[src/hdl/stack_pkg.sv]
// constants, types and helpers shared by the stack limit checker
//
// How it works
// stack pointer names first free word
// stack grows upward, shrinks downward
// pop decrements first, push increments after
// call pushes pc with clear upper byte
// exception pushes status low byte above pc
// stack limit has no reset value
// stack limit bit zero always zero
// every pointer address checked against limit
// push at limit passes, next traps
// address below special function area traps
// no pointer read right after limit write
// push above limit gives one trap request
package stack_pkg;

  // ---------------------------------------------
  // widths and fixed values
  // ---------------------------------------------
  localparam int WORD_W = 16;                        // data word width
  localparam int PC_W = 23;                          // program counter width
  localparam int PC_HI_LSB = 16;                     // first pc bit of high word
  localparam int HI_BYTE_LSB = 8;                    // upper byte of a word
  localparam logic [15:0] SP_STEP = 16'h0002;        // one word in bytes
  localparam logic [15:0] SP_RESET_VALUE = 16'h0800; // pointer after reset
  localparam logic [15:0] SFR_AREA_TOP = 16'h0800;   // special_function_area below
  localparam logic [7:0] ZERO_BYTE = 8'h00;          // cleared upper byte

  // ---------------------------------------------
  // enumerations
  // ---------------------------------------------
  typedef enum logic [1:0] {PUSH_DATA, PUSH_CALL, PUSH_EXCEPTION} push_kind_t;

  typedef enum logic [2:0] {
    ST_IDLE, ST_PUSH_CHK, ST_PUSH_INC, ST_POP_CHK, ST_POP_RD, ST_POP_WAIT, ST_POP_DATA
  } state_t;

  // word alignment, used for pointer and limit writes
  function automatic logic [15:0] align_word(input logic [15:0] v);
    return {v[15:1], 1'b0};
  endfunction

endpackage

[src/hdl/stack_frame_former.sv]
// forms the one or two words that a push stores
`timescale 1ns/1ps
`default_nettype none
module stack_frame_former (
  input wire stack_pkg::push_kind_t i_kind,
  input wire logic [15:0] i_data,
  input wire logic [22:0] i_pc,
  input wire logic [7:0] i_status_low_byte,
  output logic [15:0] o_word_lo,
  output logic [15:0] o_word_hi,
  output logic o_two_words
);
  import stack_pkg::*;

  // ---------------------------------------------
  // word selection per push kind
  // ---------------------------------------------
  always_comb begin
    o_word_lo = i_data;
    o_word_hi = i_data;
    o_two_words = 1'b0;
    case (i_kind)
      PUSH_DATA: begin
        o_word_lo = i_data;
      end
      PUSH_CALL: begin
        o_word_lo = i_pc[PC_HI_LSB-1:0];
        o_word_hi = {ZERO_BYTE, 1'b0, i_pc[PC_W-1:PC_HI_LSB]};
        o_two_words = 1'b1;
      end
      PUSH_EXCEPTION: begin
        o_word_lo = i_pc[PC_HI_LSB-1:0];
        o_word_hi = {i_status_low_byte, 1'b0, i_pc[PC_W-1:PC_HI_LSB]};
        o_two_words = 1'b1;
      end
      default: begin
        o_two_words = 1'b0;
      end
    endcase
  end

endmodule // stack_frame_former
`default_nettype wire

[config.mk]
export PLATFORM = sky130hd
export DESIGN_NAME = stack_frame_former
export DESIGN_NICKNAME = d
export VERILOG_FILES = /design/src/hdl/stack_pkg.sv /design/src/hdl/stack_frame_former.sv
export SDC_FILE = /design/constraint.sdc
export NUM_CORES = 1
export LEC_CHECK = 0
export BUFFER_PORTS_ARGS = -buffer_cell sky130_fd_sc_hd__buf_4
export CORE_MARGIN = 2
export CORE_UTILIZATION = 28
export DETAILED_ROUTE_END_ITERATION = 10
export PLACE_DENSITY = 0.91
export SYNTH_ARGS = -nofsm -noshare
export SYNTH_HDL_FRONTEND = slang
export SYNTH_SLANG_ARGS = --single-unit
export TNS_END_PERCENT = 50
[constraint.sdc]
create_clock -name vclk -period 1.35
set_input_delay 0.0675 -clock vclk [all_inputs]
set_output_delay 0.0675 -clock vclk [all_outputs]
set_load 0.1 [all_outputs]
==> impl_metrics.toml, run 1 <==
[run_status]
status = "finished, final reports clean"

[critical_path]
crit_path_top_delay_cell = "buf_4"
crit_chain = "buf_4 -> inv_1 -> ha_4 -> o21ba_4 -> a22o_1 -> buf_4"
critical_path_class = "in2out"
critPathMostFrequentCell = "buf_4"
slowest_delay_ns = 0.29
crit_path_start_kind = "input port"
crit_buf_inv = 3
path_depth = 6
crit_fanout = 7
required_ns = 1.28
crit_arrival_ns = 1.23
crit_path_end_kind = "output pin"
path_delay_family = "buffers and inverters"

[floorplanning]
die_h_um = 44.9
die_area_um2 = 2020
num_io_pins = 82
die_x_um = 44.9
coreArea_um2 = 1540
start_util_pct = 30.4
fp-row-count = 14

[sta]
max_freq_ghz = 0.771
post-route-period-util_pct = 96.1
setup_viol = 0
fin_hold_ws_ns = 0.537
maxSlewHeadroom_pct = 81.1
rsz0062_at_grt = "false"
setup_ws_ns = 0.0522
tightest_slew_ns = 0.285
tns_ns = 0
slew_violations = 0
hold_viol = 0
period_needed_ns = 1.30

[yosys]
synth.distinct_cells = 11
syn-mean-instance-area_um2 = 10.7
ys_seq_area_share_pct = 0
yosys_warnings = 0
syn-num-nets = 95
postSynthCellCount = 44
syn-cell-area_um2 = 469

[layout]
drive_above_1_share_pct = 87.3
nNetsFinal = 179
design.seq.count = 0
mostFrequentLayoutCells = "73 x buf_4, 14 x mux2_4, 12 x a22o_1"
fin_cells = 142
diodes = 0
clock_buffer_count = 0
final_common_cell = "buf_4"
area_growth_pct = 157
regArea_um2 = 0

[drt]
drt_iter0_markers = 9
drtAntennaViolNets = 0
finalWirelength_um = 2150
wl_per_cell_um = 15.1
firstDrtPassIters = 4
num_vias = 710
vias_per_cell = 5.00
drc = 0

[min_path]
hp-class = "in2out"
hold_depth = 3

[placed_design]
io_buffers = 82
pre_cts_ws_ns = -0.0921
hpwlAfterDp_um = 1700
placedCellCount = 141
gp_congestion = 0.660

[global_routing]
grt_pass1_wl_um = 2870
grt_pass1_vias = 686
antenna_found_initial = 0
overflow = 0
track_usage_pct = 18.0
grt_max_degree = 19

[pwr]
ir_worst_vdd_uv = 699
p_leak_nw = 0.667
p_per_area_nw_per_um2 = 1110
finalPower_w = 0.00133

[clock_tree]
cts_hold_buf = 0

[job]
max_cap_viol_count = 0
cell type report:
| type | instances | area [um^2] |
|---|---|---|
| fill | 117 | 335 |
| inverter | 3 | 15.0 |
| multi-input combinational | 36 | 439 |
| tap | 16 | 20.0 |
| timing repair buffer | 87 | 732 |
power by group:
part	switching, W	leakage (nW)	internal, W
clock	0	0	0
combinational	0.000926	0.667	0.000409
sequential	0	0	0
total	0.000926	0.667	0.000409
cells in the mapped netlist:
master	number	area [um^2]
a22o_1	15	131
mux2_4	14	210
buf_6	3	33.8
inv_1	3	11.3
buf_2	2	10.0
ha_1	2	25.0
a21o_1	1	7.51
and2_1	1	6.26
mux2_2	1	11.3
nor2b_1	1	6.26
o21ba_4	1	16.3
what timing repair did:
action,in CTS,in global routing
setup buffers,0,0
resized for setup,14,1
gates cloned,0,1
endpoints found under the setup margin,22,29
metal layers:
| layer | up-vias | global-route usage (%) | routed length [um] |
|---|---|---|---|
| li1 | 337 | - | - |
| met1 | 333 | 16.6 | 665 |
| met2 | 40 | 40.3 | 1250 |
| met3 | 0 | 3.60 | 236 |
| met4 | 0 | 0 | 0 |
| met5 | - | 0 | 0 |
logic make-up after synthesis:
kind of cell | Yosys count | share of synthesized area, %
fa+ha+maj | 2 | 5.33
buf+inv | 8 | 11.7
simple gates | 2 | 2.67
compound gates | 17 | 33.1
mux | 15 | 47.2
worst min-delay path, delay by kind of cell:
kind	cells	cell delay, ns
buffers and inverters	2	0.30
AOI/OAI and AO/OA	1	0.11
final timing paths:
kind / startpoint / end / slack (ns)
min: i_pc[7] / o_word_lo[7] / 0.54
max: i_kind[0] / o_word_hi[1] / 0.05
per-stage QoR:
stage          instance area, um^2  utilization [%]
2_1_floorplan                  485                -
3_3_place_gp                  1120             72.6
3_5_place_dp                  1120             72.6
4_1_cts                       1170             76.0
5_1_grt                       1210             78.2
6_report                      1210             78.2
Note: power is estimated with default switching activity, not from simulation.
==> inputs of run 2 (changes only) <==
PLACE_DENSITY = 0.83   (was 0.91)
RECOVER_POWER = 25   (was default)
==> run 2 against run 1 <==
Net effect: global-route usage shrank 2.5 points; design area down 4.5%; cell count stayed put; critical path type unchanged.
==> impl_metrics.toml, run 2 (synthesized netlist as in run 1, its figures left out) <==
[pwr]
p_leak_nw = 0.647
ir_worst_vdd_uv = 735
p_per_area_nw_per_um2 = 1120

[drt]
vias_per_cell = 4.75
firstDrtPassIters = 2
num_vias = 675
finalWirelength_um = 1830
wl_per_cell_um = 12.9
drt_iter0_markers = 5
drtAntennaViolNets = 0
drc = 0

[floorplanning]
start_util_pct = 30.4
num_io_pins = 82
fp-row-count = 14
die_h_um = 44.9
die_area_um2 = 2020
coreArea_um2 = 1540
die_x_um = 44.9

[min_path]
hp-class = "in2out"
hold_depth = 3
worst_hold_path.endpoint = "o_word_lo[9]"
hp-start = "i_pc[9]"

[critical_path]
crit_path_start_kind = "input port"
critical_path_class = "in2out"
crit_path_end_kind = "output pin"
required_ns = 1.28
crit_arrival_ns = 1.24
crit_fanout = 14

[global_routing]
antenna_found_initial = 0
grt_pass1_vias = 639
grt_pass1_wl_um = 2490
grt_max_degree = 15
overflow = 0
track_usage_pct = 15.5

[placed_design]
io_buffers = 82
hpwlAfterDp_um = 1610
place_area_um2 = 1110
gp_congestion = 0.660
placedCellCount = 142

[layout]
design.seq.count = 0
nFillCells = 125
area_growth_pct = 146
fin_util_pct = 74.8
final_common_cell = "buf_4"
drive_above_1_share_pct = 87.3
design_area_um2 = 1150
regArea_um2 = 0
nNetsFinal = 179
fin_cells = 142
mostFrequentLayoutCells = "77 x buf_4, 14 x mux2_4, 12 x a22o_1"
diodes = 0
clock_buffer_count = 0

[sta]
setup_viol = 0
rsz0062_at_grt = "false"
slew_violations = 0
maxSlewHeadroom_pct = 64.4
post-route-period-util_pct = 97.0
period_needed_ns = 1.31
max_freq_ghz = 0.764
hold_viol = 0
tightest_slew_ns = 0.537
fin_hold_ws_ns = 0.555

[job]
max_cap_viol_count = 0

[run_status]
status = "finished, final reports clean"

[clock_tree]
cts_hold_buf = 0
==> run 2: cell type report <==
| cell class | instances | area, um^2 | share of cell area, % |
|---|---|---|---|
| Inverter | 3 | 15.0 | 1.30 |
| Multi-Input combinational cell | 36 | 439 | 38.1 |
| Tap cell | 16 | 20.0 | 1.74 |
| Timing Repair Buffer | 87 | 678 | 58.8 |
==> run 2: power by group <==
part	leakage, nW	switching, W	total [W]	internal [W]
registers	0	0	0	0
clock network	0	0	0	0
logic	0.647	0.000909	0.00129	0.000377
total	0.647	0.000909	0.00129	0.000377
==> run 2: metal layers <==
| layer | track usage (%) | up-vias | share of wire (%) |
|---|---|---|---|
| met5 | 0 | - | 0 |
| met4 | 3.53 | 0 | 2.0 |
| met3 | 2.40 | 4 | 13 |
| met2 | 32.6 | 47 | 54 |
| met1 | 15.2 | 288 | 31 |
| li1 | - | 336 | - |
==> run 2: stage by stage <==
step	total power, W	setup TNS, ns	setup slack (ns)
floorplan	0.000991	-3.03	-0.240
detailed placement	0.00127	-2.11	-0.131
global route	0.00132	0	0.000370
CTS	0.00128	0	0.0386
finish	0.00129	0	0.0409
global placement	0.00126	-1.06	-0.0791
==> run 2: how the worst max path moves through the flow <==
stage | start | to | slack (ns) | cells after the start
floorplan | i_kind[0] | o_word_hi[11] | -0.24 | 6
global placement | i_kind[0] | o_word_lo[9] | -0.08 | 6
detailed placement | i_kind[0] | o_word_lo[1] | -0.13 | 6
CTS | i_kind[0] | o_word_lo[1] | 0.04 | 6
global route | i_kind[0] | o_word_lo[11] | 0.0004 | 6
finish | i_kind[0] | o_word_lo[13] | 0.04 | 6
==> run 2: worst max-delay path: stages <==
cell and delay [ns]:
buf_4 0.09, inv_1 0.06, ha_4 0.32, buf_8 0.17, mux2_4 0.31, buf_4 0.23
==> run 2: repair_timing <==
| item | 4_1_cts | 5_1_grt |
|---|---|---|
| setup endpoints to repair | 28 | 4 |
| cloned | 0 | 0 |
| pin swaps | 0 | 0 |
| buffers inserted | 0 | 0 |
| gates resized for setup | 6 | 4 |
==> inputs of run 3 (changes only) <==
GPL_TIMING_DRIVEN = 0   (was default)
==> run 3 against run 2 <==
Net effect: utilization grew 14 points; sequential cell count unchanged; highest routed layer unchanged; critical path type unchanged; largest cell class unchanged; non-clock buffer count unchanged; hold slack worse by 0.055 ns.
==> impl_metrics.toml, run 3 (synthesized netlist as in run 1, its figures left out) <==
[run_status]
status = "finished, final reports clean"

[critical_path]
crit_path_end_kind = "output pin"
crit_path_start_kind = "input port"
critical_path_class = "in2out"
crit_fanout = 10
required_ns = 1.28
crit_arrival_ns = 1.24

[global_routing]
grt_pass1_vias = 679
overflow = 0
track_usage_pct = 20.2
grt.met3_usage_pct = 2.80
grt_pass1_wl_um = 3130
antenna_found_initial = 0
gr-usage-met2_pct = 40.3
gr-max-usage-layer = "met2"
grt_max_degree = 11
met1_usage_pct = 23.9

[floorplanning]
fp-row-count = 14
coreArea_um2 = 1540
num_io_pins = 82
die_x_um = 44.9
start_util_pct = 30.4
die_area_um2 = 2020
die_h_um = 44.9

[layout]
diodes = 0
design.seq.count = 0
fin_cells = 142
final_common_cell = "buf_4"
nNetsFinal = 179
multi_input_area_um2 = 459
drive_above_1_share_pct = 90.5
nFillCells = 70
clock_buffer_count = 0
area_growth_pct = 191
regArea_um2 = 0
mostFrequentLayoutCells = "49 x buf_4, 23 x buf_6, 14 x mux2_4"

[pwr]
p_per_area_nw_per_um2 = 1060
p_leak_nw = 0.715
finalPower_w = 0.00145
ir_worst_vdd_uv = 796

[min_path]
hp-class = "in2out"

[placed_design]
placedCellCount = 142
io_buffers = 82
hpwlAfterDp_um = 1660
gp_congestion = 0.638

[sta]
setup_viol = 0
max_freq_ghz = 0.763
tns_ns = 0
rsz0062_at_grt = "false"
slew_violations = 0
post-route-period-util_pct = 97.1
tightest_slew_ns = 0.487
maxSlewHeadroom_pct = 67.7
period_needed_ns = 1.31
hold_viol = 0

[job]
max_cap_viol_count = 0

[drt]
wl_per_cell_um = 15.9
drtAntennaViolNets = 0
num_vias = 727
drt_iter0_markers = 3
drc = 0
finalWirelength_um = 2260
firstDrtPassIters = 2
vias_per_cell = 5.12

[clock_tree]
cts_hold_buf = 0
## run 3: cell counts in the layout (fill, tap and decap cells not counted)
Identical to the previous run, type by type.
## run 3: per-layer routing
metal / part of all wire, % / up-vias
li1: - / 339
met1: 32 / 341
met3: 11 / 2
met2: 56 / 45
met5: 0 / -
met4: 0.62 / 0
## run 3: worst max-delay path, stage by stage
cell    delay [ns]
buf_4         0.13
ha_4          0.25
buf_6         0.12
buf_8         0.16
mux2_4        0.32
buf_6         0.19
## run 3: timing repair
action,in CTS,in global routing
endpoints found under the setup margin,29,30
setup buffers,0,0
pin swaps,0,6
resized for setup,38,21
## run 3: per-stage QoR
| step | cell area, um^2 | setup WS (ns) | hold WS, ns | utilization (%) |
|---|---|---|---|---|
| after CTS | 1270 | -0.00207 | 0.554 | 82.1 |
| after floorplan | 485 | -0.240 | 0.410 | - |
| after global placement | 1120 | -0.0393 | 0.588 | 72.7 |
| after global routing | 1360 | 0.00422 | 0.506 | 88.5 |
| final | 1360 | 0.0396 | 0.500 | 88.5 |
| after detailed placement | 1120 | -0.0829 | 0.591 | 72.7 |
## run 3: power by group
group / switching [W] / internal [W]
clock: 0 / 0
combinational: 0.000953 / 0.000498
sequential: 0 / 0
total: 0.000953 / 0.000498
## run 3: final timing paths
path / from / endpoint / slack (ns) / depth (start not counted)
worst max-delay path: i_kind[1] / o_word_lo[9] / 0.04 / 6
worst min-delay path: i_status_low_byte[4] / o_word_hi[12] / 0.50 / 3
## run 3: area by class of cell
cell class	count	area share, %
repair buffers	82	59.6
multi-input cells	36	33.7
plain buffers	5	4.13
inverters	3	1.10
well taps	16	1.47
